<file path="src/logic/fspc_regs.svh">
// offsets, field positions, reset values and timing counts of the flash self-programming controller
// assumes a 16-bit special-function register port with word addresses decoded by the core
`ifndef FSPC_REGS_SVH
`define FSPC_REGS_SVH
`define FSPC_ADDR_CONTROL 4'h0
`define FSPC_ADDR_KEY 4'h1
`define FSPC_BIT_START 15
`define FSPC_BIT_OP_WRITE_ENABLE 14
`define FSPC_BIT_SEQERR 13
`define FSPC_BIT_ERASE 6
`define FSPC_CONTROL_RESET 16'h0000
`define FSPC_CONTROL_WMASK 16'h404f
`define FSPC_KEY_FIRST 8'h55
`define FSPC_KEY_SECOND 8'haa
`define FSPC_OP_BULK 4'hf
`define FSPC_OP_SEGMENT 4'hd
`define FSPC_OP_PAGE 4'h2
`define FSPC_OP_CFG 4'h0
`define FSPC_OP_ROW 4'h1
`define FSPC_OP_WORD 4'h3
`define FSPC_ROW_OSC_CYCLES 11064
`define FSPC_OSC_KHZ 7370
`define FSPC_ROWS_PER_PAGE 8
`define FSPC_WORDS_PER_ROW 64
`define FSPC_SHORT_OSC_CYCLES 256
`define FSPC_ADDR_PER_WORD 2
`define FSPC_ROW_ADDR_MASK 24'hffff80
`define FSPC_PAGE_ADDR_MASK 24'hfffc00
`endif

</file>
<file path="src/logic/fspc_pkg.sv">
// types of the flash self-programming controller
// no constants here; numeric values live in fspc_regs.svh
package fspc_pkg;
	typedef enum logic [2:0] {FSPC_NONE, FSPC_BULK, FSPC_SEGMENT, FSPC_PAGE, FSPC_CFG_ERASE,
		FSPC_ROW, FSPC_WORD, FSPC_CFG_PROG} fspc_op_e;
	typedef enum logic [1:0] {FSPC_LOCKED, FSPC_HALF, FSPC_ARMED} fspc_key_e;
	typedef struct packed {
		logic start;
		logic erase;
		fspc_op_e op;
		logic [23:0] addr;
	} fspc_cmd_s;
endpackage

</file>
<file path="src/logic/fspc_ctrl.sv">
// flash self-programming controller: control and key registers, unlock, start, stall
// assumes the core presents one-cycle register strobes on ref_clk and honours cpu_stall
//
// Overview of operation
// (RULE1) stall the processor while any erase or program runs; release when done
// (RULE2) operations timed by fast RC oscillator ticks; row write 11064 ticks at 7.37 MHz
// (RULE3) setting control bit 15 starts the selected operation; hardware clears it after
// (RULE4) software writes 0x55 then 0xAA to the key register consecutively
// (RULE5) key register takes bits 7-0 only; upper bits read zero
// (RULE6) software can only set the start bit; hardware alone clears it
// (RULE7) page erase needs erase bit 6 and write-enable bit 14; no write-enable, nothing
// (RULE8) bit 13 flags improper start attempts or terminations; zero after normal completion
// (RULE9) erase codes: 1111 bulk, 1101 segment, 0010 page, 0000 config; 0011/0001 nothing
// (RULE10) program codes: 0001 row, 0011 word, 0000 config; 1111/1101/0010 nothing
// (RULE11) erase granularity is one page of eight rows
// (RULE12) software loads page start address into table page and working register first
// (RULE13) software loads 64 words into holding buffers before a row program
// (RULE14) software repeats load and row program per row until 512 words written
// (RULE15) software writes low word then high byte per buffer location, then advances
// (RULE16) software runs two no-ops after setting the start bit
// (RULE17) software holds off interrupts around key writes and start to keep them consecutive
// (RULE18) 0x4042 sets up write-enabled page erase; 0x4001 write-enabled row program
// (RULE19) rows hold 64 instructions, 192 bytes, aligned from program memory start
// (RULE20) target address is table page bits 7:0 joined with 16-bit effective address
// (RULE21) any other write between key writes discards the unlock
// (RULE22) control register clears only on power-on reset, survives other resets
`timescale 1ns/1ps
`include "fspc_regs.svh"
module fspc_ctrl
	import fspc_pkg::*;
(
	input wire logic ref_clk,
	input wire logic arst_n,
	input wire logic clk_en,
	input wire logic warm_rst,
	input wire logic fast_rc_osc,
	input wire logic reg_wr,
	input wire logic [3:0] reg_addr,
	input wire logic [15:0] reg_wdata,
	input wire logic [7:0] table_page_reg,
	input wire logic [15:0] table_ea,
	input wire logic abort,
	output logic [15:0] reg_rdata,
	output logic cpu_stall,
	output fspc_cmd_s flash_cmd
);
	logic [15:0] ctrl_reg;
	logic [15:0] ctrl_next;
	fspc_key_e key_reg;
	fspc_key_e key_next;
	fspc_cmd_s cmd_reg;
	fspc_cmd_s cmd_next;
	logic [2:0] osc_sync_reg;
	logic osc_tick;
	logic load;
	logic launch;
	logic [15:0] load_cycles;
	logic busy;
	logic done;
	logic wr_ctrl;
	logic wr_key;
	logic start_req;
	fspc_op_e sel_op;

	// decode operation field against erase bit; unlisted codes map to nothing
	function automatic fspc_op_e decode_op(input logic erase, input logic [3:0] code);
		decode_op = FSPC_NONE;
		if (erase) begin
			case (code)
				`FSPC_OP_BULK: decode_op = FSPC_BULK; // RULE9
				`FSPC_OP_SEGMENT: decode_op = FSPC_SEGMENT;
				`FSPC_OP_PAGE: decode_op = FSPC_PAGE; // RULE11
				`FSPC_OP_CFG: decode_op = FSPC_CFG_ERASE;
				default: decode_op = FSPC_NONE;
			endcase
		end else begin
			case (code)
				`FSPC_OP_ROW: decode_op = FSPC_ROW; // RULE10
				`FSPC_OP_WORD: decode_op = FSPC_WORD;
				`FSPC_OP_CFG: decode_op = FSPC_CFG_PROG;
				default: decode_op = FSPC_NONE;
			endcase
		end
	endfunction

	// oscillator cycle budget; only the row write figure is given, bulk, segment and page reuse it; word and config use the short count
	function automatic logic [15:0] op_cycles(input fspc_op_e op);
		op_cycles = 16'(`FSPC_ROW_OSC_CYCLES); // RULE2
		if (op == FSPC_WORD || op == FSPC_CFG_PROG || op == FSPC_CFG_ERASE) begin
			op_cycles = 16'(`FSPC_SHORT_OSC_CYCLES);
		end
	endfunction

	// rows and pages sit on their own boundaries, so low address bits are dropped
	function automatic logic [23:0] align_addr(input fspc_op_e op, input logic [23:0] addr);
		align_addr = addr;
		if (op == FSPC_ROW) begin
			align_addr = addr & `FSPC_ROW_ADDR_MASK; // RULE19
		end else if (op == FSPC_PAGE) begin
			align_addr = addr & `FSPC_PAGE_ADDR_MASK; // RULE11
		end
	endfunction

	// oscillator is foreign: two flops, then edge detect on the second and third
	always_ff @(posedge ref_clk or negedge arst_n) begin
		if (!arst_n) begin
			osc_sync_reg <= 3'h0;
		end else if (clk_en) begin
			osc_sync_reg <= {osc_sync_reg[1:0], fast_rc_osc};
		end
	end
	assign osc_tick = osc_sync_reg[1] & ~osc_sync_reg[2]; // RULE2

	assign wr_ctrl = reg_wr && reg_addr == `FSPC_ADDR_CONTROL;
	assign wr_key = reg_wr && reg_addr == `FSPC_ADDR_KEY;
	assign start_req = wr_ctrl && reg_wdata[`FSPC_BIT_START] && !ctrl_reg[`FSPC_BIT_START];
	assign sel_op = decode_op(reg_wdata[`FSPC_BIT_ERASE], reg_wdata[3:0]);

	// key sequencer and control register next state
	always_comb begin
		ctrl_next = ctrl_reg;
		key_next = key_reg;
		cmd_next = cmd_reg;
		load = 1'b0;
		launch = 1'b0;
		load_cycles = 16'h0000;
		if (reg_wr) begin
			key_next = FSPC_LOCKED; // RULE21
			if (wr_key && reg_wdata[7:0] == `FSPC_KEY_FIRST) begin
				key_next = FSPC_HALF; // RULE5
			end else if (wr_key && key_reg == FSPC_HALF && reg_wdata[7:0] == `FSPC_KEY_SECOND) begin
				key_next = FSPC_ARMED; // RULE21
			end
		end
		if (wr_ctrl && !ctrl_reg[`FSPC_BIT_START]) begin
			// start stays untouched here: software can never clear it
			ctrl_next = (ctrl_reg & ~`FSPC_CONTROL_WMASK) | (reg_wdata & `FSPC_CONTROL_WMASK); // RULE6
		end
		if (start_req) begin
			if (key_reg == FSPC_ARMED && reg_wdata[`FSPC_BIT_OP_WRITE_ENABLE] && sel_op != FSPC_NONE) begin
				ctrl_next[`FSPC_BIT_START] = 1'b1; // RULE3
				ctrl_next[`FSPC_BIT_SEQERR] = 1'b0;
				cmd_next.start = 1'b1;
				cmd_next.erase = reg_wdata[`FSPC_BIT_ERASE];
				cmd_next.op = sel_op;
				cmd_next.addr = align_addr(sel_op, {table_page_reg, table_ea}); // RULE20
				launch = 1'b1;
				load = 1'b1;
				load_cycles = op_cycles(sel_op);
			end else if (reg_wdata[`FSPC_BIT_OP_WRITE_ENABLE] && sel_op == FSPC_NONE) begin
				ctrl_next[`FSPC_BIT_SEQERR] = ctrl_reg[`FSPC_BIT_SEQERR]; // no-op codes do nothing
			end else begin
				ctrl_next[`FSPC_BIT_SEQERR] = 1'b1; // RULE8
			end
		end
		if (ctrl_reg[`FSPC_BIT_START] && (done || abort)) begin
			ctrl_next[`FSPC_BIT_START] = 1'b0; // RULE3
			ctrl_next[`FSPC_BIT_SEQERR] = abort; // RULE8
			cmd_next.start = 1'b0;
			// a cut operation must not leave the timer running behind a released core
			load = abort; // RULE1
		end
		if (ctrl_reg[`FSPC_BIT_START]) begin
			key_next = FSPC_LOCKED;
		end
	end

	// control bits clear on power-on only; warm reset merely drops the key state
	always_ff @(posedge ref_clk or negedge arst_n) begin
		if (!arst_n) begin
			ctrl_reg <= `FSPC_CONTROL_RESET; // RULE22
			key_reg <= FSPC_LOCKED;
			cmd_reg <= '0;
		end else if (clk_en) begin
			ctrl_reg <= ctrl_next;
			key_reg <= warm_rst ? FSPC_LOCKED : key_next;
			cmd_reg <= cmd_next;
		end
	end

	fspc_timer u_timer (
		.ref_clk(ref_clk),
		.arst_n(arst_n),
		.clk_en(clk_en),
		.load(load),
		.cycles(load_cycles),
		.osc_tick(osc_tick & ~abort),
		.busy(busy),
		.done(done)
	);

	// key register is write-only and reads zero
	assign reg_rdata = (reg_addr == `FSPC_ADDR_CONTROL) ? ctrl_reg : 16'h0000; // RULE5
	assign cpu_stall = ctrl_reg[`FSPC_BIT_START]; // RULE1
	assign flash_cmd = cmd_reg;

	// stall must cover the whole timed run
	property p_stall_while_busy;
		@(posedge ref_clk) disable iff (!arst_n) busy |-> cpu_stall;
	endproperty
	a_stall_while_busy: assert property (p_stall_while_busy) // RULE1
		else $error("stall dropped while operation runs");

	// start falls only through completion or abort
	property p_done_clears_start;
		@(posedge ref_clk) disable iff (!arst_n)
		(done && clk_en && ctrl_reg[`FSPC_BIT_START]) |=> !ctrl_reg[`FSPC_BIT_START];
	endproperty
	a_done_clears_start: assert property (p_done_clears_start) // RULE3
		else $error("start bit not cleared on completion");
	property p_no_sw_clear;
		@(posedge ref_clk) disable iff (!arst_n)
		(ctrl_reg[`FSPC_BIT_START] && !done && !abort) |=> ctrl_reg[`FSPC_BIT_START];
	endproperty
	a_no_sw_clear: assert property (p_no_sw_clear) // RULE6
		else $error("start bit cleared without completion");

	// error flag: set on cut run or on refused start other than a write-enabled no-op code, clear after a clean one
	property p_locked_start_err;
		@(posedge ref_clk) disable iff (!arst_n)
		(clk_en && start_req && key_reg != FSPC_ARMED) |=> ctrl_reg[`FSPC_BIT_SEQERR] && !cpu_stall;
	endproperty
	a_locked_start_err: assert property (p_locked_start_err) // RULE8
		else $error("unarmed start not flagged");
	property p_clean_done;
		@(posedge ref_clk) disable iff (!arst_n)
		(clk_en && done && !abort && ctrl_reg[`FSPC_BIT_START]) |=> !ctrl_reg[`FSPC_BIT_SEQERR];
	endproperty
	a_clean_done: assert property (p_clean_done) // RULE8
		else $error("error flag set after normal completion");
	property p_abort_stops;
		@(posedge ref_clk) disable iff (!arst_n)
		(clk_en && ctrl_reg[`FSPC_BIT_START] && abort) |=> !busy && !cpu_stall && ctrl_reg[`FSPC_BIT_SEQERR];
	endproperty
	a_abort_stops: assert property (p_abort_stops) // RULE8
		else $error("cut operation left running or unflagged");

	// key register is write-only
	property p_key_reads_zero;
		@(posedge ref_clk) disable iff (!arst_n) reg_addr == `FSPC_ADDR_KEY |-> reg_rdata == 16'h0000;
	endproperty
	a_key_reads_zero: assert property (p_key_reads_zero) // RULE5
		else $error("key register readable");

	// refused starts never stall the core
	property p_no_op_write_enable_no_run;
		@(posedge ref_clk) disable iff (!arst_n)
		(clk_en && start_req && !reg_wdata[`FSPC_BIT_OP_WRITE_ENABLE] && !cpu_stall) |=> !cpu_stall;
	endproperty
	a_no_op_write_enable_no_run: assert property (p_no_op_write_enable_no_run) // RULE7
		else $error("operation started without write enable");
	property p_intervening_write;
		@(posedge ref_clk) disable iff (!arst_n)
		(clk_en && key_reg == FSPC_HALF && reg_wr && !wr_key) |=> key_reg == FSPC_LOCKED;
	endproperty
	a_intervening_write: assert property (p_intervening_write) // RULE21
		else $error("unlock survived intervening write");
	property p_nop_code;
		@(posedge ref_clk) disable iff (!arst_n)
		(clk_en && start_req && sel_op == FSPC_NONE && !cpu_stall) |=> !cpu_stall;
	endproperty
	a_nop_code: assert property (p_nop_code) // RULE9
		else $error("no-operation code started");

	// timing and target address of an accepted start
	property p_row_duration;
		@(posedge ref_clk) disable iff (!arst_n) (clk_en && launch) |=> busy [*8];
	endproperty
	a_row_duration: assert property (p_row_duration) // RULE2
		else $error("operation ended too early");
	property p_addr_capture;
		@(posedge ref_clk) disable iff (!arst_n)
		(clk_en && launch) |=> flash_cmd.addr[23:10] == {$past(table_page_reg), $past(table_ea[15:10])};
	endproperty
	a_addr_capture: assert property (p_addr_capture) // RULE20
		else $error("target address mis-formed");
	property p_row_aligned;
		@(posedge ref_clk) disable iff (!arst_n)
		(flash_cmd.start && flash_cmd.op == FSPC_ROW) |-> flash_cmd.addr[6:0] == 7'h00;
	endproperty
	a_row_aligned: assert property (p_row_aligned) // RULE19
		else $error("row target off its boundary");

	c_page_erase: cover property (@(posedge ref_clk) launch && sel_op == FSPC_PAGE);
	c_row_prog: cover property (@(posedge ref_clk) launch && sel_op == FSPC_ROW);
	c_seq_err: cover property (@(posedge ref_clk) $rose(ctrl_reg[`FSPC_BIT_SEQERR]));
	c_complete: cover property (@(posedge ref_clk) $fell(cpu_stall) && !ctrl_reg[`FSPC_BIT_SEQERR]);
endmodule

</file>
<file path="src/logic/fspc_timer.sv">
// self-timer that counts fast RC oscillator edges for one flash operation
// assumes osc_tick is a single-cycle pulse already synchronised to ref_clk
`timescale 1ns/1ps
module fspc_timer
	import fspc_pkg::*;
(
	input wire logic ref_clk,
	input wire logic arst_n,
	input wire logic clk_en,
	input wire logic load,
	input wire logic [15:0] cycles,
	input wire logic osc_tick,
	output logic busy,
	output logic done
);
	logic [15:0] cnt_reg;
	logic [15:0] cnt_next;
	logic done_reg;
	logic done_next;

	// count down on oscillator ticks only, so duration tracks oscillator tuning
	always_comb begin
		cnt_next = cnt_reg;
		done_next = 1'b0;
		if (load) begin
			cnt_next = cycles;
		end else if (cnt_reg != 16'h0000 && osc_tick) begin
			cnt_next = cnt_reg - 16'h0001;
			done_next = (cnt_reg == 16'h0001);
		end
	end

	always_ff @(posedge ref_clk or negedge arst_n) begin
		if (!arst_n) begin
			cnt_reg <= 16'h0000;
			done_reg <= 1'b0;
		end else if (clk_en) begin
			cnt_reg <= cnt_next;
			done_reg <= done_next;
		end
	end

	assign busy = (cnt_reg != 16'h0000);
	assign done = done_reg;
endmodule

</file>
<file path="config.mk">
export PLATFORM = sky130hd
export DESIGN_NAME = fspc_ctrl
export DESIGN_NICKNAME = d
export VERILOG_FILES = /design/src/logic/fspc_pkg.sv /design/src/logic/fspc_ctrl.sv /design/src/logic/fspc_timer.sv
export VERILOG_INCLUDE_DIRS = /design/src /design/src/logic
export SDC_FILE = /design/constraint.sdc
export NUM_CORES = 1
export LEC_CHECK = 0
export BUFFER_PORTS_ARGS = -buffer_cell sky130_fd_sc_hd__buf_2
export CAP_MARGIN = 30
export CORE_AREA = 5 5 109 100
export DETAILED_ROUTE_END_ITERATION = 8
export DIE_AREA = 0 0 114 105
export HOLD_SLACK_MARGIN = 0.06
export SLEW_MARGIN = 10
export SYNTH_ARGS = -nofsm -noshare
export SYNTH_HDL_FRONTEND = slang
export SYNTH_SLANG_ARGS = --single-unit
export TNS_END_PERCENT = 10
</file>
<file path="constraint.sdc">
create_clock -name ref_clk -period 3.3 [get_ports ref_clk]
set_clock_uncertainty 0.15 [all_clocks]
set_input_delay 0 -clock ref_clk [delete_from_list [all_inputs] [get_ports ref_clk]]
set_output_delay 0 -clock ref_clk [all_outputs]
set_load 0.01 [all_outputs]
</file>
==> impl_metrics.tcl <==
set metrics [dict create \
    status "completed" \
    portBuffers 82 \
    cp.required_ns 3.34 \
    multi_input_area_um2 1483 \
    rows 34 \
    tns_ns 0 \
    syn_to_final_growth_pct 37.81 \
    timing.rr.start "u_timer.cnt_reg[0]" \
    ios 97 \
    synthArstFlopShare_pct 100.0 \
    synth_area_leaders "dfrtp_1, nand2_1, mux2_2" \
    synth.ff_latch_count 59 \
    routedWlPerCell_um 14.11 \
    synth_edf_count 0 \
    endpoint_kind "flop" \
    crit_arrival_ns 2.92 \
    syn_inst 337 \
    ff2ff_path_depth 8 \
    nFillCells 965 \
    synth_area_um2 3090 \
    ir_worst_vdd_mv 0.1846 \
    critPathKind "flop to flop" \
    rr_endpoint "u_timer.cnt_reg[8]" \
    n_antenna_cell 0 \
    cts_buffer_depth 2 \
    relSlewSlack_pct 40.22 \
    cts_resized 0 \
    grt_max_degree 39 \
    maxCapViolCount 0 \
    synth_commonest_cells "nand2_1, dfrtp_1, o21ai_0, nor2_1" \
    synth_top_area_share_pct 47.77 \
    hold_slack_ns 0.07397 \
    yosys_warnings 0 \
    min_period_ns 2.875 \
    hold_violations 0 \
    die_w_um 114 \
    routed_wl_mm 8.397 \
    drtIter0Drc 207 \
    p_leak_uw 0.002116 \
    yosysSeqAreaShare_pct 47.77 \
    finalCritPeriodShare_pct 87.12 \
    grtUsageTotal_pct 14.41 \
    firstDrtPassIters 5 \
    start_kind "flop" \
    initial_utilization_pct 32.29 \
    fmax_mhz 347.8 \
    ff_latch_area_um2 1476 \
    core_um2 9572 \
    ctsHtreeMaxLevel 3 \
    yosysUniqueCellTypes 58 \
    synth_most_common_cell "nand2_1" \
    clk_latency_ns 0.34 \
    synth.avg_cell_area_um2 9.171 \
    yosysTopAreaCell "dfrtp_1" \
    max_slew.worst_pin.slew_ns 0.8967 \
    setup_viol 0 \
    drc_errors 0 \
    grt_pass1_wl_mm 14.14 \
    overflow 0 \
    via_per_inst 4.980 \
    cts_root_buf "clkbuf_8" \
    worst-r2r-setup-slack_ns 0.43 \
    clk_pin_slew_ns 0.08 \
    largest_reg_flops 29 \
    dp_hpwl_mm 5.748 \
    postRouteAntennaNets 0 \
    dieArea_um2 11970 \
    cts_tree "built" \
    maxSlewViolCount 0 \
    cts_buffers 9 \
    rsz0062_at_grt "no" \
    worstPathMaxFanout 10 \
    drive_above_1_share_pct 26.65 \
    gp_congestion 0.7702 \
    ys.flop_type "dfrtp_1" \
    die_h_um 105 \
    antenna_found_initial 0 \
    grt_pass1_vias 2946 \
    vias 2963 \
    cts_sinks 59 \
    powerDensity_nw_per_um2 407.1 \
    finalNetCount 517 \
    hold_path.class "primary input to async pin" \
]
## how the worst max path moves through the flow
stage	start	slack [ns]	to
floorplan	u_timer.cnt_reg[0]	0.78	u_timer.cnt_reg[3]
global route	u_timer.cnt_reg[0]	0.21	u_timer.cnt_reg[4]
detailed placement	u_timer.cnt_reg[0]	0.47	u_timer.cnt_reg[4]
global placement	u_timer.cnt_reg[0]	0.54	u_timer.cnt_reg[3]
CTS	u_timer.cnt_reg[0]	0.44	u_timer.cnt_reg[4]
finish	u_timer.cnt_reg[0]	0.43	u_timer.cnt_reg[8]
## layout by cell type (no fill, tap or decap), drive strengths merged, types with 5 or more instances in the layout
cell type / Yosys / routed
a21oi: 8 / 8
dlygate4sd3: 0 / 45
dfrtp: 59 / 59
o32ai: 7 / 7
mux2: 11 / 11
inv: 4 / 5
nor3: 10 / 10
and2: 9 / 9
conb: 1 / 8
nor2: 12 / 12
nand3: 8 / 8
o21ai: 14 / 14
buf: 15 / 89
o221ai: 6 / 6
nand2: 93 / 93
nor4: 6 / 6
a22o: 5 / 5
or3: 5 / 5
clkbuf: 10 / 9
## report_power, final
group          internal [uW]  switching (uW)  leakage (uW)
clock network            353             320     0.0000998
registers                772            43.8      0.000773
logic                    133             112       0.00124
total                   1260             476       0.00212
## stage by stage
stage,cells,cell area (um^2),power (uW),util [%],setup WS [ns]
finish,595,4259,1734,44.50,0.4251
global route,595,4259,1831,44.50,0.2088
CTS,595,4259,1761,44.50,0.4365
detailed placement,534,3607,1030,37.69,0.4663
global placement,533,3587,1025,37.48,0.5352
floorplan,344,3117,952.1,-,0.7823
## cell type report
cell class                      count  share of cell area, %
Tap cell                          126                  3.702
Multi-Input combinational cell    256                  34.81
Clock inverter                      7                  1.821
Inverter                            4                 0.3525
Clock buffer                        9                  2.908
Sequential cell                    59                  34.67
Timing Repair Buffer              134                  21.74
## cells by family after synthesis
group | share of synthesized area [%]
other | 0.1213
AO/OA/AOI/OAI | 13.73
AND/OR/NAND/NOR | 28.18
adder cells (fa/ha/maj) | 0.8096
multiplexers | 4.129
buffers and inverters | 5.263
flip-flops | 47.77
## worst max-delay path, stage by stage (launching register included)
cell and delay [ns]:
dfrtp_1 0.43, inv_1 0.11, ha_1 0.24, nor4b_1 0.26, buf_4 0.17, or2b_1 0.33
o21a_1 0.36, nor3_4 0.46, o221ai_1 0.21
## per-layer routing
layer  vias up  track usage, %  wire length [um]  share of wire [%]
li1       1446               -                 -                  -
met5         -               0                 0                  0
met2        82           23.41              3966                 47
met1      1428           18.66              3772                 45
met4         0           4.919                89                1.1
met3         7           3.642               568                6.8
## repair_timing
item	4_1_cts	5_1_grt
buffers inserted	0	0
hold buffers	45	0
hold endpoints to repair	104	0
(Power assumes the default switching activity.)
